`config.mk`:
```
export PLATFORM = sky130hd
export DESIGN_NAME = icp_interrupt_channel_prioritizer
export DESIGN_NICKNAME = d
export VERILOG_FILES = /design/src/common/icp_pkg.sv /design/src/hw/icp_interrupt_channel_prioritizer.sv
export SDC_FILE = /design/constraint.sdc
export NUM_CORES = 2
export LEC_CHECK = 0
export ABC_AREA = 1
export BUFFER_PORTS_ARGS = -buffer_cell sky130_fd_sc_hd__buf_2
export CELL_PAD_IN_SITES_DETAIL_PLACEMENT = 1
export CELL_PAD_IN_SITES_GLOBAL_PLACEMENT = 2
export CORE_UTILIZATION = 36
export DETAILED_ROUTE_END_ITERATION = 8
export PLACE_DENSITY_LB_ADDON = 0.12
export SLEW_MARGIN = 20
export SYNTH_ARGS = -nofsm -noshare
export SYNTH_HDL_FRONTEND = slang
export SYNTH_SLANG_ARGS = --single-unit
```
`constraint.sdc`:
```
create_clock -name clk_in -period 127.9 [get_ports clk_in]
set_input_delay 25.58 -clock clk_in [delete_from_list [all_inputs] [get_ports clk_in]]
set_output_delay 25.58 -clock clk_in [all_outputs]
set_load 0.05 [all_outputs]
```
`src/common/icp_pkg.sv`:
```
`default_nettype none

package icp_pkg;

    // ------------------------------------------------------------------
    // Sizes
    // ------------------------------------------------------------------
    localparam int NUM_SRC    = 101;
    localparam int NUM_CHAN   = 32;
    localparam int SRC_W      = 7;
    localparam int CHAN_W     = 5;
    localparam int CTRL_W     = 4;
    localparam int ADDR_W     = 12;
    localparam int FAST_FIRST = 0;
    localparam int FAST_LAST  = 1;
    localparam int NORM_FIRST = 2;
    localparam int NORM_LAST  = 31;
    localparam int MAP_WORDS  = 26;

    // ------------------------------------------------------------------
    // Register byte addresses
    // ------------------------------------------------------------------
    localparam logic [11:0] ADDR_CTRL       = 12'h000;
    localparam logic [11:0] ADDR_FAST_INDEX = 12'h004;
    localparam logic [11:0] ADDR_NORM_INDEX = 12'h008;
    localparam logic [11:0] ADDR_DEBUG      = 12'h00C;
    localparam logic [11:0] ADDR_ENABLE     = 12'h010;
    localparam logic [11:0] ADDR_STATUS     = 12'h020;
    localparam logic [11:0] ADDR_CLEAR      = 12'h030;
    localparam logic [11:0] ADDR_MAP        = 12'h100;

    // ------------------------------------------------------------------
    // Field positions and reset values
    // ------------------------------------------------------------------
    localparam int CTRL_FAST_EN_BIT = 0;
    localparam int CTRL_NORM_EN_BIT = 1;
    localparam int CTRL_DBG_EN_LSB  = 2;
    localparam int INDEX_VALID_BIT  = 31;
    localparam int INDEX_CHAN_LSB   = 8;
    localparam int INDEX_SRC_LSB    = 0;
    localparam logic [3:0] CTRL_RESET = 4'h0;
    localparam logic [4:0] MAP_RESET  = 5'h00;
    localparam logic [1:0] RESP_OKAY   = 2'h0;
    localparam logic [1:0] RESP_SLVERR = 2'h2;

    // ------------------------------------------------------------------
    // Carriers
    // ------------------------------------------------------------------
    typedef struct packed {
        logic       valid;
        logic [4:0] chan;
        logic [6:0] src;
    } icp_winner_type;

endpackage

`default_nettype wire

```
`src/hw/icp_interrupt_channel_prioritizer.sv`:
```
// Function
// - Up to 101 system interrupt inputs are numbered from zero.
// - A register maps each input to any one of 32 channels.
// - Channels 0 and 1 drive only the fast host interrupt.
// - Channels 2 to 31 drive the single normal host interrupt.
// - Several inputs may share one channel.
// - The lower channel number wins between channels.
// - The lower input number wins within a channel.
// - A disabled input requests nothing.
// - A disabled host output stays low.
// - Two debug inputs are asserted when driven low.
// - Inputs are synchronised before use.
`timescale 1ns/1ps
`default_nettype none

module icp_interrupt_channel_prioritizer (
    // Clock and reset
    input  wire logic        clk_in,
    input  wire logic        reset_in,
    // AXI4-Lite write address and data
    input  wire logic [11:0] s_axi_awaddr_in,
    input  wire logic        s_axi_awvalid_in,
    output logic             s_axi_awready_out,
    input  wire logic [31:0] s_axi_wdata_in,
    input  wire logic [3:0]  s_axi_wstrb_in,
    input  wire logic        s_axi_wvalid_in,
    output logic             s_axi_wready_out,
    // AXI4-Lite write response
    output logic [1:0]       s_axi_bresp_out,
    output logic             s_axi_bvalid_out,
    input  wire logic        s_axi_bready_in,
    // AXI4-Lite read
    input  wire logic [11:0] s_axi_araddr_in,
    input  wire logic        s_axi_arvalid_in,
    output logic             s_axi_arready_out,
    output logic [31:0]      s_axi_rdata_out,
    output logic [1:0]       s_axi_rresp_out,
    output logic             s_axi_rvalid_out,
    input  wire logic        s_axi_rready_in,
    // Interrupt sources
    input  wire logic [100:0] sys_interrupt_in,
    input  wire logic [1:0]   debug_interrupt_n_in,
    // Host interrupts
    output logic             fast_host_interrupt_out,
    output logic             normal_host_interrupt_out
);

    // ------------------------------------------------------------------
    // Declarations
    // ------------------------------------------------------------------
    logic [100:0] sync_a, sync_b, sync_c, rise;
    logic [1:0]   dbg_a, dbg_b;
    logic [3:0]   ctrl, next_ctrl;
    logic [100:0] enable, next_enable, status, next_status, clear_mask;
    logic [4:0]   chan_map [icp_pkg::NUM_SRC];
    logic [4:0]   next_chan_map [icp_pkg::NUM_SRC];
    logic [1:0]   dbg_status, next_dbg_status, dbg_clear;
    logic         aw_full, next_aw_full, w_full, next_w_full;
    logic [11:0]  aw_addr, next_aw_addr;
    logic [31:0]  w_data, next_w_data, wmask;
    logic [3:0]   w_strb, next_w_strb;
    logic         bvalid, next_bvalid, do_write, wr_ok;
    logic [1:0]   bresp, next_bresp, rresp, next_rresp, rd_resp;
    logic         rvalid, next_rvalid;
    logic [31:0]  rdata, next_rdata, rd_word;
    logic [127:0] enable_pad, status_pad;
    logic [100:0] pending;
    icp_pkg::icp_winner_type fast_win, norm_win, fast_index, norm_index;
    logic         next_fast_out, next_norm_out;

    // ------------------------------------------------------------------
    // Input synchronisers and pulse detection
    // ------------------------------------------------------------------
    genvar g;
    generate
        for (g = 0; g < icp_pkg::NUM_SRC; g++) begin : g_sync
            always_ff @(posedge clk_in) begin
                if (reset_in) begin
                    {sync_a[g], sync_b[g], sync_c[g]} <= 3'h0;
                end else begin
                    sync_a[g] <= sys_interrupt_in[g];
                    sync_b[g] <= sync_a[g];
                    sync_c[g] <= sync_b[g];
                end
            end
            assign rise[g] = sync_b[g] & ~sync_c[g];
        end
    endgenerate

    // Debug inputs are inverted so that a low pin reads as a request.
    always_ff @(posedge clk_in) begin
        if (reset_in) begin
            {dbg_a, dbg_b} <= 4'h0;
        end else begin
            dbg_a <= ~debug_interrupt_n_in;
            dbg_b <= dbg_a;
        end
    end

    // ------------------------------------------------------------------
    // Write channel
    // ------------------------------------------------------------------
    assign s_axi_awready_out = ~aw_full;
    assign s_axi_wready_out  = ~w_full;
    assign s_axi_bvalid_out  = bvalid;
    assign s_axi_bresp_out   = bresp;
    assign do_write = aw_full & w_full & ~bvalid;
    assign wmask = {{8{w_strb[3]}}, {8{w_strb[2]}},
                    {8{w_strb[1]}}, {8{w_strb[0]}}};

    always_comb begin
        wr_ok = (aw_addr[11:6] == icp_pkg::ADDR_CTRL[11:6])
             || ((aw_addr[11:8] == icp_pkg::ADDR_MAP[11:8])
                 && (int'(aw_addr[7:2]) < icp_pkg::MAP_WORDS));
        next_aw_full = aw_full;
        next_aw_addr = aw_addr;
        next_w_full  = w_full;
        next_w_data  = w_data;
        next_w_strb  = w_strb;
        next_bvalid  = bvalid;
        next_bresp   = bresp;
        if (bvalid && s_axi_bready_in) begin
            next_bvalid = 1'b0;
        end
        if (do_write) begin
            next_aw_full = 1'b0;
            next_w_full  = 1'b0;
            next_bvalid  = 1'b1;
            next_bresp   = wr_ok ? icp_pkg::RESP_OKAY : icp_pkg::RESP_SLVERR;
        end
        if (s_axi_awvalid_in && !aw_full) begin
            next_aw_full = 1'b1;
            next_aw_addr = s_axi_awaddr_in;
        end
        if (s_axi_wvalid_in && !w_full) begin
            next_w_full = 1'b1;
            next_w_data = s_axi_wdata_in;
            next_w_strb = s_axi_wstrb_in;
        end
    end

    // ------------------------------------------------------------------
    // Configuration and pending state
    // ------------------------------------------------------------------
    always_comb begin
        next_ctrl   = ctrl;
        next_enable = enable;
        clear_mask  = '0;
        dbg_clear   = 2'h0;
        for (int i = 0; i < icp_pkg::NUM_SRC; i++) begin
            next_chan_map[i] = chan_map[i];
        end
        if (do_write) begin
            if (aw_addr[11:2] == icp_pkg::ADDR_CTRL[11:2]) begin
                next_ctrl = (ctrl & ~wmask[3:0]) | (w_data[3:0] & wmask[3:0]);
            end
            if (aw_addr[11:2] == icp_pkg::ADDR_DEBUG[11:2]) begin
                dbg_clear = w_data[1:0] & wmask[1:0];
            end
            for (int i = 0; i < icp_pkg::NUM_SRC; i++) begin
                if (int'(aw_addr[3:2]) == i / 32) begin
                    if (aw_addr[11:4] == icp_pkg::ADDR_ENABLE[11:4]
                        && wmask[i % 32]) begin
                        next_enable[i] = w_data[i % 32];
                    end
                    if (aw_addr[11:4] == icp_pkg::ADDR_CLEAR[11:4]) begin
                        clear_mask[i] = w_data[i % 32] & wmask[i % 32];
                    end
                end
                if (aw_addr[11:8] == icp_pkg::ADDR_MAP[11:8]
                    && int'(aw_addr[7:2]) == i / 4 && w_strb[i % 4]) begin
                    next_chan_map[i] = w_data[8 * (i % 4) +: 5];
                end
            end
        end
        // A pulse in the same cycle as its clear keeps the bit set.
        next_status = (status & ~clear_mask) | (rise & enable);
        next_dbg_status = (dbg_status & ~dbg_clear) | dbg_b;
    end

    // ------------------------------------------------------------------
    // Prioritisation
    // ------------------------------------------------------------------
    function automatic icp_pkg::icp_winner_type pick(
        input logic [100:0] pend,
        input logic [4:0]   cmap [icp_pkg::NUM_SRC],
        input int           lo,
        input int           hi
    );
        icp_pkg::icp_winner_type best;
        best = '0;
        // Ascending source order keeps the lower number on a tie.
        for (int s = 0; s < icp_pkg::NUM_SRC; s++) begin
            if (pend[s] && int'(cmap[s]) >= lo && int'(cmap[s]) <= hi
                && (!best.valid || cmap[s] < best.chan)) begin
                best.valid = 1'b1;
                best.chan  = cmap[s];
                best.src   = 7'(s);
            end
        end
        return best;
    endfunction

    assign pending = status & enable;
    assign fast_win = pick(pending, chan_map, icp_pkg::FAST_FIRST,
                           icp_pkg::FAST_LAST);
    assign norm_win = pick(pending, chan_map, icp_pkg::NORM_FIRST,
                           icp_pkg::NORM_LAST);

    always_comb begin
        next_fast_out = ctrl[icp_pkg::CTRL_FAST_EN_BIT]
                        & (fast_win.valid
                           | |(dbg_status
                               & ctrl[icp_pkg::CTRL_DBG_EN_LSB +: 2]));
        next_norm_out = ctrl[icp_pkg::CTRL_NORM_EN_BIT] & norm_win.valid;
    end

    // ------------------------------------------------------------------
    // Read channel
    // ------------------------------------------------------------------
    assign s_axi_arready_out = ~rvalid;
    assign s_axi_rvalid_out  = rvalid;
    assign s_axi_rdata_out   = rdata;
    assign s_axi_rresp_out   = rresp;
    assign enable_pad = {27'h0000000, enable};
    assign status_pad = {27'h0000000, status};

    always_comb begin
        rd_word = '0;
        rd_resp = icp_pkg::RESP_OKAY;
        if (s_axi_araddr_in[11:2] == icp_pkg::ADDR_CTRL[11:2]) begin
            rd_word[3:0] = ctrl;
        end else if (s_axi_araddr_in[11:2]
                     == icp_pkg::ADDR_FAST_INDEX[11:2]) begin
            rd_word[icp_pkg::INDEX_VALID_BIT] = fast_index.valid;
            rd_word[icp_pkg::INDEX_CHAN_LSB +: 5] = fast_index.chan;
            rd_word[icp_pkg::INDEX_SRC_LSB +: 7] = fast_index.src;
        end else if (s_axi_araddr_in[11:2]
                     == icp_pkg::ADDR_NORM_INDEX[11:2]) begin
            rd_word[icp_pkg::INDEX_VALID_BIT] = norm_index.valid;
            rd_word[icp_pkg::INDEX_CHAN_LSB +: 5] = norm_index.chan;
            rd_word[icp_pkg::INDEX_SRC_LSB +: 7] = norm_index.src;
        end else if (s_axi_araddr_in[11:2] == icp_pkg::ADDR_DEBUG[11:2]) begin
            rd_word[1:0] = dbg_status;
        end else if (s_axi_araddr_in[11:4] == icp_pkg::ADDR_ENABLE[11:4]) begin
            rd_word = enable_pad[{s_axi_araddr_in[3:2], 5'h00} +: 32];
        end else if (s_axi_araddr_in[11:4] == icp_pkg::ADDR_STATUS[11:4]) begin
            rd_word = status_pad[{s_axi_araddr_in[3:2], 5'h00} +: 32];
        end else if (s_axi_araddr_in[11:4] == icp_pkg::ADDR_CLEAR[11:4]) begin
            rd_word = '0;
        end else if (s_axi_araddr_in[11:8] == icp_pkg::ADDR_MAP[11:8]
                     && int'(s_axi_araddr_in[7:2]) < icp_pkg::MAP_WORDS) begin
            for (int i = 0; i < icp_pkg::NUM_SRC; i++) begin
                if (int'(s_axi_araddr_in[7:2]) == i / 4) begin
                    rd_word[8 * (i % 4) +: 5] = chan_map[i];
                end
            end
        end else begin
            rd_resp = icp_pkg::RESP_SLVERR;
        end
        next_rvalid = rvalid;
        next_rdata  = rdata;
        next_rresp  = rresp;
        if (rvalid && s_axi_rready_in) begin
            next_rvalid = 1'b0;
        end
        if (s_axi_arvalid_in && !rvalid) begin
            next_rvalid = 1'b1;
            next_rdata  = rd_word;
            next_rresp  = rd_resp;
        end
    end

    // ------------------------------------------------------------------
    // Registers
    // ------------------------------------------------------------------
    always_ff @(posedge clk_in) begin
        if (reset_in) begin
            {aw_full, w_full, bvalid, rvalid} <= 4'h0;
            {aw_addr, w_data, w_strb, rdata} <= '0;
            {bresp, rresp} <= {icp_pkg::RESP_OKAY, icp_pkg::RESP_OKAY};
            ctrl <= icp_pkg::CTRL_RESET;
            {enable, status, dbg_status, fast_index, norm_index} <= '0;
            fast_host_interrupt_out   <= 1'b0;
            normal_host_interrupt_out <= 1'b0;
            for (int i = 0; i < icp_pkg::NUM_SRC; i++) begin
                chan_map[i] <= icp_pkg::MAP_RESET;
            end
        end else begin
            {aw_full, w_full, bvalid, rvalid} <= {next_aw_full, next_w_full,
                next_bvalid, next_rvalid};
            {aw_addr, w_data, w_strb, rdata} <= {next_aw_addr, next_w_data,
                next_w_strb, next_rdata};
            {bresp, rresp, ctrl} <= {next_bresp, next_rresp, next_ctrl};
            {enable, status, dbg_status} <= {next_enable, next_status,
                next_dbg_status};
            {fast_index, norm_index} <= {fast_win, norm_win};
            fast_host_interrupt_out   <= next_fast_out;
            normal_host_interrupt_out <= next_norm_out;
            for (int i = 0; i < icp_pkg::NUM_SRC; i++) begin
                chan_map[i] <= next_chan_map[i];
            end
        end
    end

endmodule

`default_nettype wire

```
==> metrics.md <==
| Metric | Value |
|---|---|
| Status | `complete, no violations` |
| Busiest grt layer | `met2` |
| Netlist Area Pre-Place | `0.0752 mm^2` |
| First-pass GRT wire length | `566000 um` |
| Clock Power Share | `50.4%` |
| Final core utilization | `a little over two fifths` |
| Port bufs | `just over 200` |
| Final hold vios | `0` |
| Setup tns final | `0 ps` |
| Ys Warns | `0` |
| Vias in the first global route | `82200` |
| Max_slew headroom | `19.4%` |
| Routed Wire Length | `400000 um` |
| Via count | `84300` |
| Wire per inst | `around 27 um` |
| P_int | `0.618 mW` |
| Worst r2r src | `chan_map[503]$_SDFFE_PP0P_` |
| Sequential element share of the synthesized area | `a little under a third` |
| Antenna violations before repair | `48` |
| Xor and xnor area share after synthesis | `0%` |
| Synthesized flop and latch total | `approximately 1100` |
| # rows | `167` |
| Die Area | `0.211 mm^2` |
| Clock sink total | `around 1100` |
| CTS root buffer | `clkbuf_16` |
| Crit end category | `register` |
| Met1 Usage GRT | `between 40% and 50%` |
| Core Area | `about 0.21 mm^2` |
| Worst VDD drop | `15.4 uV` |
| Critical Path AT | `roughly 120000 ps` |
| CP Data Required Time | `approximately 130000 ps` |
| Slew Limit Fails | `0` |
| Final ANT Viol Nets | `0` |
| FF-to-FF path depth | `around 920` |
| Async set-reset flop share out of synthesis | `0%` |
| Initial Util | `36.3%` |
| M3 GR Usage | `around 5.7%` |
| Gpl congestion | `~1.0` |
| Final HPWL DP | `317000 um` |
| Drt first pass iters | `8` |
| Logic pwr share | `approximately 7.1%` |
| Post-synth cell types | `between 60 and 70` |
| Max cap viols | `0` |
| Least-Margin Pin Slew | `around 1200 ps` |
| Crit Path Category | `reg -> reg` |
| Post-Synth Adder-Cell Area | `around 10%` |
| Worst hold stages | `2` |
| Worst path slowest cell | `dfxtp_2` |
| Vias per inst | `about 5.6` |
| EDFF count, synth | `0` |
| Pre-CTS WS | `-2060 ps` |
| Fin area | `0.0890 mm^2` |
| Hold path start | `sync_a[68]$_SDFF_PP0_` |
| F_max | `approximately 0.0085 GHz` |
| Synth Instances | `between 10000 and 15000` |
| Simple-gate share of the synthesized area | `27.2%` |
| Post-route clock period utilization | `between 90% and 100%` |
| Layout cells sized above 1 | `14.8%` |
| DIE HEIGHT | `459 um` |
| I/O pin count | `approximately 210` |
| Sequential Power Share | `42.4%` |
| Compound-Gate Fraction of Synth Area | `between 20% and 30%` |
| TritonCTS clock tree | `built` |
| Final setup violation count | `0` |
| Worst-Skew Late Latency | `roughly 850 ps` |
| Hold/Removal Path Class | `reg -> reg` |
| Most frequent cells in the layout | `nand2_1 (2077), inv_1 (1311), nor2_1 (1243)` |
| Avg Cell Area, Syn | `6.68 um^2` |
| Net Sw Frac | `27.7%` |
| Dpl cell area | `0.0829 mm^2` |
| Main combinational cell family by area after synthesis | `simple AND/OR/NAND/NOR gates` |
| Area grow syn2layout | `18.5%` |
| Critical Path Most Common Cell | `nand2_1` |
| Largest net degree at the start of global routing | `around 170` |
| CP max FO | `15` |
| Die X | `approximately 460 um` |
| Max stage delay on crit path | `~380 ps` |
| Leak Pwr | `approximately 43 nW` |
| Clock Tree Buf Depth | `3` |
| Critical Path Source | `chan_map[503]$_SDFFE_PP0P_` |
| Most common cell after layout, fill and taps aside | `nand2_1` |
| Num CTS Buffers | `139` |
| CP startpoint kind | `register` |
| GRT Overall Usage | `a little under two fifths` |
| Post-CTS Hold Fix Bufs | `0` |
| Clock skew | `between 60 and 70 ps` |
| GR Util met2 | `between 50% and 60%` |
| Initial drt markers | `approximately 8000` |
| H-tree depth | `4` |
| Reg clk slew, reported paths | `approximately 60 ps` |
| Main synth FF type | `dfxtp_1` |
| Shortest period the worst path allows | `117050 ps` |
| Pwr Density | `9.60 mW/mm^2` |
| Gr ovfl total | `0` |
| Fin worst setup slack | `roughly 11000 ps` |
| Drt drc | `0` |
| Net Switching | `~0.24 mW` |
| # nets final | `approximately 13000` |
| Mux contribution to synthesized area | `0%` |
[cell families after synthesis]
kind of cell / Yosys count
buf+inv: 1746
flops: 1132
compound gates: 3002
simple gates: 4751
other cells: 2
fa+ha+maj: 616
[power by group through the flow]
stage / Sequential [mW] / Combinational (mW) / Clock (mW)
after detailed placement: 0.370 / 0.0588 / 0
final: 0.363 / 0.0610 / 0.431
after global routing: 0.363 / 0.0631 / 0.449
after global placement: 0.370 / 0.0576 / 0
after CTS: 0.362 / 0.0591 / 0.435
after floorplan: 0.368 / 0.0272 / 0
[worst max-delay path, delay by kind of cell (launching register included)]
kind	cells	cell delay (ps)
AND/OR/NAND/NOR	495	42760
buffers and inverters	30	4670
adder cells (fa/ha/maj)	97	28940
AO/OA/AOI/OAI	269	35700
flip-flops	1	380
[what timing repair did]
item                                    in CTS  in global routing
cloned                                       0                  2
pin swaps                                    0                  9
endpoints found under the setup margin      12                 12
buffers inserted                             0                  5
gates resized for setup                     67                423
[cell usage after synthesis (all sizes together), types with 29 or more instances]
master     n  area, um^2
buf       46         480
o21ai   1312        6600
o31a      45         413
a21oi   1096        5510
nor2    1268        4860
a211oi   232        1740
a22oi     47         353
inv     1333        5020
clkbuf   333        1880
o211ai    44         330
nor3     144         721
a221oi    34         298
nor4      54         338
o221ai    60         526
dfxtp   1132       22700
ha       616        7710
nand4     65         407
nand3    604        3050
clkinv    29         110
o22ai     47         294
nand2   2583       10900
[state kept, by name (all words and copies together), names as in the netlist, 2 cells and up, named ones only]
name / cells
dbg_status: 2
dbg_b: 2
aw_addr: 10
chan_map: 505
s_axi_rdata_out: 32
sync_a: 101
sync_b: 101
dbg_a: 2
w_strb: 4
status: 101
enable: 101
norm_index: 13
fast_index: 13
sync_c: 101
w_data: 32
[final timing paths]
kind / endpoint / slack, ps
setup reg to reg: norm_index[7]$_SDFF_PP0_ / 10850
hold reg to reg: sync_b[68]$_SDFF_PP0_ / 380
setup / recovery: norm_index[7]$_SDFF_PP0_ / 10850
hold / removal: sync_b[68]$_SDFF_PP0_ / 380
[stage by stage]
stage,cells,power [mW],hold WS (ps)
after floorplan,11500,0.396,388
after detailed placement,14700,0.429,395
final,15000,0.855,383
after global placement,14700,0.428,395
after CTS,15000,0.856,376
after global routing,15000,0.875,393
[per-layer routing]
metal	share of wire, %	wire length (um)	vias to the layer above
met4	6.2	24600	18
met3	7.1	28400	698
li1	-	-	39200
met1	43	173000	41400
met2	44	174000	2909
met5	0.043	173	-
[final cells by class]
class | instances | area (um^2)
Fill cell | 26900 | 118000
Antenna cell | 24 | 60.1
Clock buffer | 187 | 3920
Clock inverter | 62 | 1030
Timing Repair Buffer | 833 | 5760
Multi-Input combinational cell | 8593 | 46900
Tap cell | 2788 | 3490
Sequential cell | 1132 | 22700
Inverter | 1366 | 5220
(Power assumes the default switching activity.)
